$ cat config.mk
export PLATFORM = sky130hd
export DESIGN_NAME = status_readout_pages
export DESIGN_NICKNAME = d
export VERILOG_FILES = /design/src/status_pages_pkg.sv /design/src/level_sync3.sv /design/src/strength_capture.sv /design/src/status_readout_pages.sv
export SDC_FILE = /design/constraint.sdc
export NUM_CORES = 1
export LEC_CHECK = 0
export BUFFER_PORTS_ARGS = -buffer_cell sky130_fd_sc_hd__buf_4
export CAP_MARGIN = 20
export CORE_ASPECT_RATIO = 1.25
export CORE_MARGIN = 2
export CORE_UTILIZATION = 46
export DETAILED_ROUTE_END_ITERATION = 12
export PLACE_DENSITY = 0.83
export REMOVE_ABC_BUFFERS = 1
export SLEW_MARGIN = 10
export SYNTH_ARGS = -nofsm -noshare
export SYNTH_HDL_FRONTEND = slang
export SYNTH_SLANG_ARGS = --single-unit
$ cat constraint.sdc
create_clock -name aclk -period 2.89 [get_ports aclk]
set_input_delay 0.4335 -clock aclk [delete_from_list [all_inputs] [get_ports aclk]]
set_output_delay 0.4335 -clock aclk [all_outputs]
set_load 0.01 [all_outputs]
$ cat src/status_pages_pkg.sv
// Shared constants and types for the status readout page block
package status_pages_pkg;

  // ----------------------------------------------------------------
  // Bus geometry and answers
  // ----------------------------------------------------------------
  localparam int unsigned ADDR_W      = 8;
  localparam int unsigned DATA_W      = 32;
  localparam logic [1:0]  RESP_OKAY   = 2'h0;
  localparam logic [1:0]  RESP_SLVERR = 2'h2;

  // ----------------------------------------------------------------
  // Register indices (byte address is four times the index)
  // ----------------------------------------------------------------
  localparam logic [5:0] IDX_PAGE_SELECT     = 6'h29;
  localparam logic [5:0] IDX_INTERNAL_STATUS = 6'h2a;
  localparam logic [5:0] IDX_STRENGTH        = 6'h2b;
  localparam logic [5:0] IDX_CAL_VIEW        = 6'h2c;
  localparam logic [5:0] IDX_ADC_VIEW        = 6'h2d;

  // ----------------------------------------------------------------
  // Reset values and counter limits
  // ----------------------------------------------------------------
  localparam logic [7:0] PAGE_SELECT_RESET = 8'h00;
  localparam logic [7:0] COUNT_RESET       = 8'h00;
  localparam logic [7:0] COUNT_MAX         = 8'hff;
  localparam logic [1:0] CAL_PAGE_GAIN     = 2'h0;

  // ----------------------------------------------------------------
  // Signal-strength page codes
  // ----------------------------------------------------------------
  localparam logic [3:0] SP_LIVE     = 4'h0;
  localparam logic [3:0] SP_QUIET    = 4'h2;
  localparam logic [3:0] SP_PILOT    = 4'h4;
  localparam logic [3:0] SP_DATA     = 4'h6;
  localparam logic [3:0] SP_PEAK     = 4'h8;
  localparam logic [3:0] SP_CD_TIME  = 4'hc;
  localparam logic [3:0] SP_CD_LEN   = 4'hd;
  localparam logic [3:0] SP_ERR_TIME = 4'he;

  // ----------------------------------------------------------------
  // Field layouts
  // ----------------------------------------------------------------
  typedef struct packed {
    logic [1:0] adc_view_page;
    logic [1:0] cal_view_page;
    logic [3:0] strength_view_page;
  } page_select_t;

  typedef struct packed {
    logic       subc_in_phase;
    logic [2:0] agc_step;
    logic       decode_on_q;
    logic       carrier_level_stable;
    logic       pll_locked;
    logic       osc_stable;
  } internal_status_t;

  typedef struct packed {
    logic [3:0] q;
    logic [3:0] i;
  } iq_t;

  typedef struct packed {
    logic [2:0] q;
    logic [2:0] i;
  } gain_limit_t;

  typedef struct packed {
    logic rx_start;
    logic tx_start;
    logic rx_active;
    logic store_strength;
    logic pilot_seen;
    logic second_byte;
    logic rx_bit;
    logic protocol_error;
    logic collision_detect;
  } rx_events_t;

  typedef enum logic [1:0] {WR_COLLECT = 2'b01, WR_RESP = 2'b10} wr_state_t;
  typedef enum logic [1:0] {RD_IDLE = 2'b01, RD_DATA = 2'b10} rd_state_t;

  // Word index from a byte address
  function automatic logic [5:0] reg_index(input logic [ADDR_W-1:0] addr);
    return addr[7:2];
  endfunction

endpackage

$ cat src/level_sync3.sv
// Three-stage synchroniser with agreement filter for level inputs
module level_sync3 #(
  parameter int unsigned WIDTH = 8
) (
  // Clock and reset
  input  wire logic             aclk,
  input  wire logic             aresetn,
  // Levels
  input  wire logic [WIDTH-1:0] async_in,
  output logic      [WIDTH-1:0] sync_out
);

  logic [WIDTH-1:0] s1;
  logic [WIDTH-1:0] s2;
  logic [WIDTH-1:0] s3;
  logic [WIDTH-1:0] next_sync_out;

  // Accept a new level only once stages two and three agree
  genvar b;
  generate
    for (b = 0; b < WIDTH; b++) begin : g_bit
      always_comb begin
        next_sync_out[b] = (s2[b] == s3[b]) ? s3[b] : sync_out[b];
      end
    end
  endgenerate

  // First stage feeds only the second stage
  always_ff @(posedge aclk) begin
    if (!aresetn) begin
      s1       <= '0;
      s2       <= '0;
      s3       <= '0;
      sync_out <= '0;
    end else begin
      s1       <= async_in;
      s2       <= s1;
      s3       <= s2;
      sync_out <= next_sync_out;
    end
  end

endmodule

$ cat src/strength_capture.sv
// Captured signal-strength snapshots and reception timing
module strength_capture
  import status_pages_pkg::*;
(
  // Clock and reset
  input  wire logic       aclk,
  input  wire logic       aresetn,
  // Receiver side
  input  wire iq_t        live,
  input  wire rx_events_t ev,
  // Captured views
  output iq_t             quiet,
  output iq_t             pilot,
  output iq_t             data,
  output iq_t             peak,
  output logic [7:0]      cd_time,
  output logic [7:0]      cd_len,
  output logic [7:0]      err_time
);

  logic [7:0] cycles;
  logic [7:0] bits;
  logic       cd_seen;
  logic       cd_ended;
  logic       err_seen;
  iq_t        next_quiet, next_pilot, next_data, next_peak;
  logic [7:0] next_cd_time, next_cd_len, next_err_time, next_cycles, next_bits;
  logic       next_cd_seen, next_cd_ended, next_err_seen;

  // Snapshots and timers; counters saturate rather than wrap
  always_comb begin
    next_quiet    = quiet;
    next_pilot    = pilot;
    next_data     = data;
    next_peak     = peak;
    next_cd_time  = cd_time;
    next_cd_len   = cd_len;
    next_err_time = err_time;
    next_cycles   = cycles;
    next_bits     = bits;
    next_cd_seen  = cd_seen;
    next_cd_ended = cd_ended;
    next_err_seen = err_seen;
    if (ev.store_strength) next_quiet = live;   // [RQ4]
    if (ev.pilot_seen) next_pilot = live;       // [RQ5]
    if (ev.second_byte) next_data = live;       // [RQ5]
    if (ev.rx_start) begin
      next_peak     = '0;
      next_cycles   = COUNT_RESET;
      next_bits     = COUNT_RESET;
      next_cd_len   = COUNT_RESET;
      next_cd_seen  = 1'b0;
      next_cd_ended = 1'b0;
      next_err_seen = 1'b0;
    end else begin
      if (ev.rx_active) begin
        if (live.q > peak.q) next_peak.q = live.q;  // [RQ5]
        if (live.i > peak.i) next_peak.i = live.i;  // [RQ5]
        if (cycles != COUNT_MAX) next_cycles = cycles + 8'h01;
      end
      if (ev.rx_bit && bits != COUNT_MAX) next_bits = bits + 8'h01;
      if (ev.collision_detect && !cd_seen) begin
        next_cd_time = cycles;                      // [RQ6]
        next_cd_seen = 1'b1;
      end
      if (ev.collision_detect && !cd_ended && cd_len != COUNT_MAX) begin
        next_cd_len = cd_len + 8'h01;               // [RQ6]
      end
      if (!ev.collision_detect && cd_seen) next_cd_ended = 1'b1;
      if (ev.protocol_error && !err_seen) begin
        next_err_time = bits;                       // [RQ7]
        next_err_seen = 1'b1;
      end
    end
  end

  always_ff @(posedge aclk) begin
    if (!aresetn) begin
      quiet    <= '0;
      pilot    <= '0;
      data     <= '0;
      peak     <= '0;
      cd_time  <= COUNT_RESET;
      cd_len   <= COUNT_RESET;
      err_time <= COUNT_RESET;
      cycles   <= COUNT_RESET;
      bits     <= COUNT_RESET;
      cd_seen  <= 1'b0;
      cd_ended <= 1'b0;
      err_seen <= 1'b0;
    end else begin
      quiet    <= next_quiet;
      pilot    <= next_pilot;
      data     <= next_data;
      peak     <= next_peak;
      cd_time  <= next_cd_time;
      cd_len   <= next_cd_len;
      err_time <= next_err_time;
      cycles   <= next_cycles;
      bits     <= next_bits;
      cd_seen  <= next_cd_seen;
      cd_ended <= next_cd_ended;
      err_seen <= next_err_seen;
    end
  end

  // ----------------------------------------------------------------
  // Checks
  // ----------------------------------------------------------------
  property p_quiet_capture; // [RQ4]
    @(posedge aclk) disable iff (!aresetn)
      ev.store_strength |=> quiet == $past(live);
  endproperty
  a_quiet_capture: assert property (p_quiet_capture) else $error("quiet level not captured");

  property p_pilot_capture; // [RQ5]
    @(posedge aclk) disable iff (!aresetn)
      ev.pilot_seen |=> pilot == $past(live);
  endproperty
  a_pilot_capture: assert property (p_pilot_capture) else $error("pilot level not captured");

  property p_cd_first; // [RQ6]
    @(posedge aclk) disable iff (!aresetn)
      (ev.collision_detect && !cd_seen && !ev.rx_start) |=>
        cd_seen && cd_time == $past(cycles);
  endproperty
  a_cd_first: assert property (p_cd_first) else $error("collision time wrong");

  property p_err_first; // [RQ7]
    @(posedge aclk) disable iff (!aresetn)
      (ev.protocol_error && !err_seen && !ev.rx_start) |=>
        err_time == $past(bits) ##1 err_time == $past(err_time);
  endproperty
  a_err_first: assert property (p_err_first) else $error("error bit time wrong");

endmodule

$ cat src/status_readout_pages.sv
// AXI4-Lite status readout page registers of the reader front end
//
// How it works
// (RQ1) Page-select bits 7:6 choose 2Dh view
// (RQ2) Page-select bits 5:4 choose 2Ch view
// (RQ3) Strength page 0000 shows live I/Q
// (RQ4) Page 0010 shows quiet level from store
// (RQ5) Pages 0100/0110/1000: pilot, second byte, peak
// (RQ6) Pages 1100/1101: collision start time, duration
// (RQ7) Page 1110: first protocol error, in bits
// (RQ8) Software writes only defined strength page codes
// (RQ9) Status bit 7 reports sub-carrier phase
// (RQ10) Status bits 6:4 report gain step
// (RQ11) Bit 3 decode channel, held until transmit
// (RQ12) Bit 2 set while carrier level stable
// (RQ13) Bit 1 set while synthesizer locked
// (RQ14) Bit 0 set once oscillator stable
// (RQ15) Strength register bits 7:4 hold Q
// (RQ16) Strength register bits 3:0 hold I
// (RQ17) 2Ch page 00 shows gain limit Q, I
// (RQ18) Reads never change any state
//
// Our own choice: the AXI4-Lite register port.
module status_readout_pages
  import status_pages_pkg::*;
(
  // Clock and reset
  input  wire logic              aclk,
  input  wire logic              aresetn,
  // AXI4-Lite write address and data
  input  wire logic [ADDR_W-1:0] awaddr,
  input  wire logic              awvalid,
  output logic                   awready,
  input  wire logic [DATA_W-1:0] wdata,
  input  wire logic [3:0]        wstrb,
  input  wire logic              wvalid,
  output logic                   wready,
  // AXI4-Lite write response
  output logic [1:0]             bresp,
  output logic                   bvalid,
  input  wire logic              bready,
  // AXI4-Lite read
  input  wire logic [ADDR_W-1:0] araddr,
  input  wire logic              arvalid,
  output logic                   arready,
  output logic [DATA_W-1:0]      rdata,
  output logic [1:0]             rresp,
  output logic                   rvalid,
  input  wire logic              rready,
  // Analog status levels, asynchronous
  input  wire internal_status_t  status_raw,
  // Receiver logic, same clock
  input  wire iq_t               live_strength,
  input  wire gain_limit_t       gain_limit,
  input  wire rx_events_t        rx_ev,
  // Other paged views
  input  wire logic [3:1][7:0]   cal_page_data,
  input  wire logic [3:0][7:0]   adc_page_data
);

  // ----------------------------------------------------------------
  // State
  // ----------------------------------------------------------------
  page_select_t     page_select;
  page_select_t     next_page_select;
  internal_status_t status_sync;
  internal_status_t status_shown;
  logic             decode_on_q;
  logic             next_decode_on_q;
  wr_state_t        wr_state;
  wr_state_t        next_wr_state;
  rd_state_t        rd_state;
  rd_state_t        next_rd_state;
  logic             aw_held;
  logic             w_held;
  logic             next_aw_held;
  logic             next_w_held;
  logic [ADDR_W-1:0] aw_addr_q;
  logic [ADDR_W-1:0] next_aw_addr_q;
  logic [7:0]       w_byte_q;
  logic [7:0]       next_w_byte_q;
  logic             w_lane_q;
  logic             next_w_lane_q;
  logic [1:0]       next_bresp;
  logic [DATA_W-1:0] next_rdata;
  logic [1:0]       next_rresp;
  iq_t              quiet, pilot, data_lvl, peak;
  logic [7:0]       cd_time, cd_len, err_time;
  logic [7:0]       read_byte;
  logic             read_ok;

  // ----------------------------------------------------------------
  // Status synchronisation and capture helpers
  // ----------------------------------------------------------------
  level_sync3 #(
    .WIDTH ($bits(internal_status_t))
  ) u_status_sync (
    .aclk     (aclk),
    .aresetn  (aresetn),
    .async_in (status_raw),
    .sync_out (status_sync)
  );

  strength_capture u_capture (
    .aclk     (aclk),
    .aresetn  (aresetn),
    .live     (live_strength),
    .ev       (rx_ev),
    .quiet    (quiet),
    .pilot    (pilot),
    .data     (data_lvl),
    .peak     (peak),
    .cd_time  (cd_time),
    .cd_len   (cd_len),
    .err_time (err_time)
  );

  // Decode channel follows the receiver during reception only
  always_comb begin
    next_decode_on_q = decode_on_q;
    if (rx_ev.tx_start) begin
      next_decode_on_q = 1'b0;                          // [RQ11]
    end else if (rx_ev.rx_active) begin
      next_decode_on_q = status_sync.decode_on_q;       // [RQ11]
    end
  end

  always_ff @(posedge aclk) begin
    if (!aresetn) begin
      decode_on_q <= 1'b0;
    end else begin
      decode_on_q <= next_decode_on_q;
    end
  end

  // Shown status; each field straight from its synchronised level, except decode_on_q, which comes from the held register
  always_comb begin
    status_shown             = status_sync;             // [RQ9] [RQ10] [RQ12] [RQ13] [RQ14]
    status_shown.decode_on_q = decode_on_q;             // [RQ11]
  end

  // ----------------------------------------------------------------
  // Read data selection, purely combinational so reads leave state alone
  // ----------------------------------------------------------------
  always_comb begin
    read_byte = 8'h00;
    read_ok   = 1'b1;
    case (reg_index(araddr))
      IDX_PAGE_SELECT:     read_byte = page_select;
      IDX_INTERNAL_STATUS: read_byte = status_shown;
      IDX_STRENGTH: begin
        // Unused page codes read as zero; software must avoid them [RQ8]
        case (page_select.strength_view_page)
          SP_LIVE:     read_byte = live_strength;       // [RQ3] [RQ15] [RQ16]
          SP_QUIET:    read_byte = quiet;               // [RQ4]
          SP_PILOT:    read_byte = pilot;               // [RQ5]
          SP_DATA:     read_byte = data_lvl;            // [RQ5]
          SP_PEAK:     read_byte = peak;                // [RQ5]
          SP_CD_TIME:  read_byte = cd_time;             // [RQ6]
          SP_CD_LEN:   read_byte = cd_len;              // [RQ6]
          SP_ERR_TIME: read_byte = err_time;            // [RQ7]
          default:     read_byte = 8'h00;
        endcase
      end
      IDX_CAL_VIEW: begin
        if (page_select.cal_view_page == CAL_PAGE_GAIN) begin
          read_byte = {2'b00, gain_limit};              // [RQ17]
        end else begin
          read_byte = cal_page_data[page_select.cal_view_page]; // [RQ2]
        end
      end
      IDX_ADC_VIEW: read_byte = adc_page_data[page_select.adc_view_page]; // [RQ1]
      default:      read_ok = 1'b0;
    endcase
  end

  // ----------------------------------------------------------------
  // AXI4-Lite read channel: one outstanding read
  // ----------------------------------------------------------------
  assign arready = (rd_state == RD_IDLE);
  assign rvalid  = (rd_state == RD_DATA);

  always_comb begin
    next_rd_state = rd_state;
    next_rdata    = rdata;
    next_rresp    = rresp;
    case (rd_state)
      RD_IDLE: begin
        if (arvalid) begin
          next_rdata    = {24'h000000, read_byte};      // [RQ18]
          next_rresp    = read_ok ? RESP_OKAY : RESP_SLVERR;
          next_rd_state = RD_DATA;
        end
      end
      RD_DATA: begin
        if (rready) next_rd_state = RD_IDLE;
      end
      default: next_rd_state = RD_IDLE;
    endcase
  end

  always_ff @(posedge aclk) begin
    if (!aresetn) begin
      rd_state <= RD_IDLE;
      rdata    <= '0;
      rresp    <= RESP_OKAY;
    end else begin
      rd_state <= next_rd_state;
      rdata    <= next_rdata;
      rresp    <= next_rresp;
    end
  end

  // ----------------------------------------------------------------
  // AXI4-Lite write channel: address and data accepted in any order
  // ----------------------------------------------------------------
  assign awready = (wr_state == WR_COLLECT) && !aw_held;
  assign wready  = (wr_state == WR_COLLECT) && !w_held;
  assign bvalid  = (wr_state == WR_RESP);

  // Page select is the only writable register
  always_comb begin
    logic [ADDR_W-1:0] addr;
    logic [7:0]        wbyte;
    logic              lane;
    logic              have_aw;
    logic              have_w;
    addr             = aw_held ? aw_addr_q : awaddr;
    wbyte            = w_held ? w_byte_q : wdata[7:0];
    lane             = w_held ? w_lane_q : wstrb[0];
    have_aw          = aw_held || (awvalid && awready);
    have_w           = w_held || (wvalid && wready);
    next_wr_state    = wr_state;
    next_aw_held     = aw_held;
    next_w_held      = w_held;
    next_aw_addr_q   = aw_addr_q;
    next_w_byte_q    = w_byte_q;
    next_w_lane_q    = w_lane_q;
    next_bresp       = bresp;
    next_page_select = page_select;
    case (wr_state)
      WR_COLLECT: begin
        if (awvalid && awready) begin
          next_aw_held   = 1'b1;
          next_aw_addr_q = awaddr;
        end
        if (wvalid && wready) begin
          next_w_held   = 1'b1;
          next_w_byte_q = wdata[7:0];
          next_w_lane_q = wstrb[0];
        end
        if (have_aw && have_w) begin
          if (reg_index(addr) == IDX_PAGE_SELECT) begin
            if (lane) next_page_select = wbyte;         // [RQ1] [RQ2]
            next_bresp = RESP_OKAY;
          end else begin
            next_bresp = RESP_SLVERR;                   // [RQ18]
          end
          next_wr_state = WR_RESP;
          next_aw_held  = 1'b0;
          next_w_held   = 1'b0;
        end
      end
      WR_RESP: begin
        if (bready) next_wr_state = WR_COLLECT;
      end
      default: next_wr_state = WR_COLLECT;
    endcase
  end

  always_ff @(posedge aclk) begin
    if (!aresetn) begin
      wr_state    <= WR_COLLECT;
      aw_held     <= 1'b0;
      w_held      <= 1'b0;
      aw_addr_q   <= '0;
      w_byte_q    <= 8'h00;
      w_lane_q    <= 1'b0;
      bresp       <= RESP_OKAY;
      page_select <= PAGE_SELECT_RESET;
    end else begin
      wr_state    <= next_wr_state;
      aw_held     <= next_aw_held;
      w_held      <= next_w_held;
      aw_addr_q   <= next_aw_addr_q;
      w_byte_q    <= next_w_byte_q;
      w_lane_q    <= next_w_lane_q;
      bresp       <= next_bresp;
      page_select <= next_page_select;
    end
  end

  // ----------------------------------------------------------------
  // Checks
  // ----------------------------------------------------------------
  property p_adc_view; // [RQ1]
    @(posedge aclk) disable iff (!aresetn)
      (arvalid && arready && reg_index(araddr) == IDX_ADC_VIEW) |=>
        rvalid && rdata[7:0] == $past(adc_page_data[page_select.adc_view_page]);
  endproperty
  a_adc_view: assert property (p_adc_view) else $error("adc view data wrong");

  property p_cal_view; // [RQ2]
    @(posedge aclk) disable iff (!aresetn)
      (arvalid && arready && reg_index(araddr) == IDX_CAL_VIEW &&
       page_select.cal_view_page != CAL_PAGE_GAIN) |=>
        rdata[7:0] == $past(cal_page_data[page_select.cal_view_page]);
  endproperty
  a_cal_view: assert property (p_cal_view) else $error("cal view data wrong");

  property p_gain_limit; // [RQ17]
    @(posedge aclk) disable iff (!aresetn)
      (arvalid && arready && reg_index(araddr) == IDX_CAL_VIEW &&
       page_select.cal_view_page == CAL_PAGE_GAIN) |=>
        rdata[7:6] == 2'b00 && rdata[5:0] == $past(gain_limit);
  endproperty
  a_gain_limit: assert property (p_gain_limit) else $error("gain limit view wrong");

  property p_live_strength; // [RQ3]
    @(posedge aclk) disable iff (!aresetn)
      (arvalid && arready && reg_index(araddr) == IDX_STRENGTH &&
       page_select.strength_view_page == SP_LIVE) |=>
        rdata[7:4] == $past(live_strength.q) && rdata[3:0] == $past(live_strength.i);
  endproperty
  a_live_strength: assert property (p_live_strength) else $error("live strength wrong");

  property p_status_read; // [RQ9]
    @(posedge aclk) disable iff (!aresetn)
      (arvalid && arready && reg_index(araddr) == IDX_INTERNAL_STATUS) |=>
        rdata == {24'h000000, $past(status_shown)} && rresp == RESP_OKAY;
  endproperty
  a_status_read: assert property (p_status_read) else $error("status read wrong");

  property p_decode_clear; // [RQ11]
    @(posedge aclk) disable iff (!aresetn)
      rx_ev.tx_start |=> !decode_on_q;
  endproperty
  a_decode_clear: assert property (p_decode_clear) else $error("decode channel not cleared");

  property p_read_no_effect; // [RQ18]
    @(posedge aclk) disable iff (!aresetn)
      (arvalid && arready && !(wr_state == WR_COLLECT && next_wr_state == WR_RESP)) |=>
        page_select == $past(page_select);
  endproperty
  a_read_no_effect: assert property (p_read_no_effect) else $error("read changed page select");

  property p_write_answer;
    @(posedge aclk) disable iff (!aresetn)
      (wr_state == WR_COLLECT && (aw_held || awvalid) && (w_held || wvalid)) |=> bvalid;
  endproperty
  a_write_answer: assert property (p_write_answer) else $error("write response missing");

endmodule

==> results by stage <==
Global route:
- The first global-routing pass estimated 29000 um of wire.
- Entering global routing, the biggest net connects 76 pins.
- The via count of the first global-routing pass is 5858.
- After global routing the overflow that remains totals 0.
- The initial antenna violation count is 0.
- Across every metal layer, demand over resource in global routing totals 21.6%.

Logic synthesis:
- The area of the mapped netlist is 7360 um2.
- For this run, the number of Yosys warnings is 0.
- The register bit count reported by yosys is 147.
- The most used flip-flop cell after synthesis is dfxtp_1.
- The sequential-to-total area share from yosys stat is 40.0%.
- The count of different cell masters after synthesis is 59.
- The number of enable flip-flop cells after synthesis is 0.
- After technology mapping, the gate count stands at 774.
- The mean area per synthesized cell is 9.51 um2.
- The proportion of register bits with asynchronous set or reset after synthesis is 0%.

Clock network:
- The register clock-pin slew on the reported worst setup and hold paths is 0.06 ns.
- At the later pin of the worst-skew pair, clock insertion delay measures 0.42 ns.
- Clock tree synthesis inserted a total of 17 buffers.
- The H-tree was split into 4 levels.
- The clock passes through at most 2 buffers.
- The number of resized instances in the post-cts repair step is 0.
- The post-CTS setup buffer count is 0.
- The clock net sink count is 147.
- TritonCTS built the clock tree.
- After clock tree synthesis, the flow added hold-fix buffers numbering 0.
- In this run the clock root is driven by a clkbuf_16.

Critical path:
- The startpoint of the most critical register-to-register path is page_select[1].
- Across all register-to-register paths, the minimum setup slack is 0.76 ns.
- Data on the critical path arrives at its endpoint at 2.42 ns.
- The endpoint of the worst-slack reg-to-reg timing path is rdata[4].
- Traced cell by cell, the critical path runs through buf_12, mux2i_1, o22ai_1, o31ai_1, a31oi_1.
- The worst setup path is captured at a flip-flop.
- The stage delay of the slowest cell on the critical path is 0.79 ns.
- The first element of the critical path is page_select[1].
- The critical path in this run is classified as reg -> reg.
- STA classifies the critical path startpoint as a flip-flop.
- Along the worst path, the maximum fanout reaches 17.
- The critical path ends at rdata[4].
- The depth of the worst register-to-register path is 5.
- STA puts the critical path data required time at 3.18 ns.
- On the critical path, the stage with the largest delay is an instance of dfxtp_1.

Placement:
- The placed instance count is 1079.
- After legalization and detailed placement, the total HPWL measured 12700 um.
- Port buffering added 129 buffers.
- Before CTS, the worst setup slack after placement is 0.801 ns.
- At the end of routability-driven placement, the weighted congestion stood at 0.900.
- In this run the cell area measured after placement is 8330 um2.

Final layout:
- The finished cells cover 8940 um2.
- From synthesis to final layout, the design area changed by 21.5%.
- The net count of the finished layout is 1043.
- The fraction of layout cells with a size suffix above 1 is 21.5%.
- The share of the core filled with cells in the final layout is 57.2%.
- The filler-free cell count of the finished design is 1110.
- The final antenna diode count is 0.

Pwr:
- The power density over cell area is 551 nW/um2.
- The maximum vdd ir drop is 429 uV.
- The static leakage is 3.57 nW.

Routing:
- The detail-routed via count per cell is 5.25.
- In the final routed layout, each cell accounts on average for 16.0 um.
- For this block, the routed nets add up to 17800 um of wire.
- The number of remaining DRC errors is 0.
- For this run, the detailed router's first-pass iteration total came to 5.
- Once detail routing completed, the nets flagged for antenna violations numbered 0.
- The detailed router finished its first iteration with 341 violations.
- The number of vias in the routed layout is 5829.

Job:
- Across the run, the number of max-cap violations was 0.

Die:
- After floorplanning, the core was divided into 51 placement rows.
- The vertical extent of the die is 145 um.
- The width of the die is 117 um.
- The die covers 17000 um2.
- 187 I/O pins were placed.
- The placeable core region is 15600 um2.
- Once the floorplan was initialized, standard cells occupied 47.1% of the core.

Timing:
- Setup repair after global routing left no endpoint under its margin.
- Clock skew on the completed layout was measured at 0.00525 ns.
- Derived from the worst setup path, the maximum achievable clock frequency is 469 MHz.
- The setup TNS after final layout is 0 ns.
- The worst path uses 73.7% of the clock period.
- The slew of the pin with the lowest slew margin is 1.04 ns.
- The worst path in the final design needs a cycle of 2.13 ns, including I/O delays and setup.
- Headroom to the max-slew limit came out at 30.9%.
- The count of pins over their slew limit was 0.
- The worst-case setup margin in the final layout is 0.759 ns.
- The total count of hold-check failures in the final report came to 0.
- Setup violations remaining at the end of the flow were counted as 0.

Run status:
- The flow ran to the end, and the final reports show no timing, DRC or antenna violations.

Min path:
- The min-delay analysis places its worst path in the category in -> reg.
placed cells by master (no fill, tap or decap), types with 8 or more instances in the layout:
cell type  count
a21boi_0      18
a21oi_1       27
a22oi_1       11
a31oi_1        8
and2_1        35
buf_4        133
clkbuf_16     17
conb_1        26
dfxtp_1      147
ha_1          11
inv_1         18
mux2_2        11
mux2i_1       82
nand2_1       64
nand3_1       21
nand4_1       10
nor2_1        48
nor2b_1       66
nor3_1        12
o21ai_0       27
o22ai_1        8
xnor2_1        8
xor2_1         8
cell type report:
class / count / area [um2]
clock buffer: 21 / 450
clock inverter: 10 / 158
fill: 1320 / 6690
inverter: 18 / 67.6
multi-input combinational: 568 / 4040
sequential: 147 / 2940
tap: 212 / 265
timing repair buffer: 134 / 1020
layer usage:
metal	track usage, %	up-vias	share of wire (%)
met5	0	-	0
met4	7.71	0	2.4
met3	5.87	33	4.7
met2	35.7	142	51
met1	26.9	2766	42
li1	-	2888	-
Yosys cell counts (2+ instances only):
library cell / count / area, um2
buf_6: 3 / 33.8
o21ai_0: 27 / 135
nor4bb_1: 2 / 20.0
nand2_1: 64 / 240
and4b_1: 2 / 20.0
nor2_1: 48 / 180
xnor2_1: 8 / 70.1
and3_1: 4 / 25.0
o21a_1: 3 / 22.5
a31oi_1: 8 / 50.1
nand2b_1: 2 / 12.5
o211a_1: 2 / 20.0
a22oi_1: 11 / 82.6
nand4b_1: 2 / 17.5
mux2_2: 11 / 124
o21ai_1: 2 / 10.0
clkbuf_1: 18 / 67.6
inv_1: 18 / 67.6
nor3_1: 12 / 60.1
dfxtp_1: 147 / 2940
nor2b_1: 66 / 413
mux4_1: 7 / 184
o22ai_1: 8 / 50.1
or3_1: 3 / 18.8
mux2i_1: 82 / 821
nand4_1: 10 / 62.6
o31ai_1: 7 / 52.6
buf_2: 11 / 55.1
and2_1: 35 / 219
nor3b_1: 2 / 15.0
a21oi_1: 27 / 135
buf_4: 32 / 240
nor4b_4: 2 / 47.6
nand3_1: 21 / 105
ha_1: 11 / 138
mux4_2: 7 / 158
buf_1: 2 / 7.51
xor2_1: 8 / 70.1
o32ai_1: 2 / 17.5
a21boi_0: 18 / 135
stage by stage:
step / power [mW] / hold WS [ns]
2_1_floorplan: 2.44 / 0.412
3_3_place_gp: 2.68 / 0.417
3_5_place_dp: 2.69 / 0.418
4_1_cts: 4.95 / 0.168
5_1_grt: 5.10 / 0.169
6_report: 4.93 / 0.185
critical path: cells and delay by family, from the launching register on:
kind | cells | cell delay [ns]
multiplexers | 1 | 0.27
AO/OA/AOI/OAI | 3 | 0.70
buffers and inverters | 1 | 0.24
flip-flops | 1 | 0.79
worst min path at each step:
stage | from | end | slack, ns | depth (start not counted)
finish | rx_ev[7] | decode_on_q | 0.19 | 2
global route | rx_ev[7] | decode_on_q | 0.17 | 2
CTS | rx_ev[7] | decode_on_q | 0.17 | 2
detailed placement | u_status_sync.s1[3] | u_status_sync.s2[3] | 0.42 | 1
global placement | u_status_sync.s1[2] | u_status_sync.s2[2] | 0.42 | 1
floorplan | u_status_sync.s1[0] | u_status_sync.s2[0] | 0.41 | 1
cells by family (layout without fill, tap and decap cells):
kind of cell             count (synthesis)  after routing  synth area share [%]
AO/OA/AOI/OAI                          125            125                  11.4
multiplexers                           107            107                  17.5
AND/OR/NAND/NOR                        283            283                  20.9
flip-flops                             147            147                  40.0
adder cells (fa/ha/maj)                 11             11                  1.87
buffers and inverters                   84            183                  6.41
XOR/XNOR                                16             16                  1.90
other                                    1             26                0.0510
power breakdown:
part / internal, mW / switching (mW) / total [mW]
clock: 1.46 / 0.814 / 2.27
sequential: 2.10 / 0.0492 / 2.15
combinational: 0.264 / 0.243 / 0.507
total: 3.82 / 1.11 / 4.93
(Power assumes the default switching activity.)
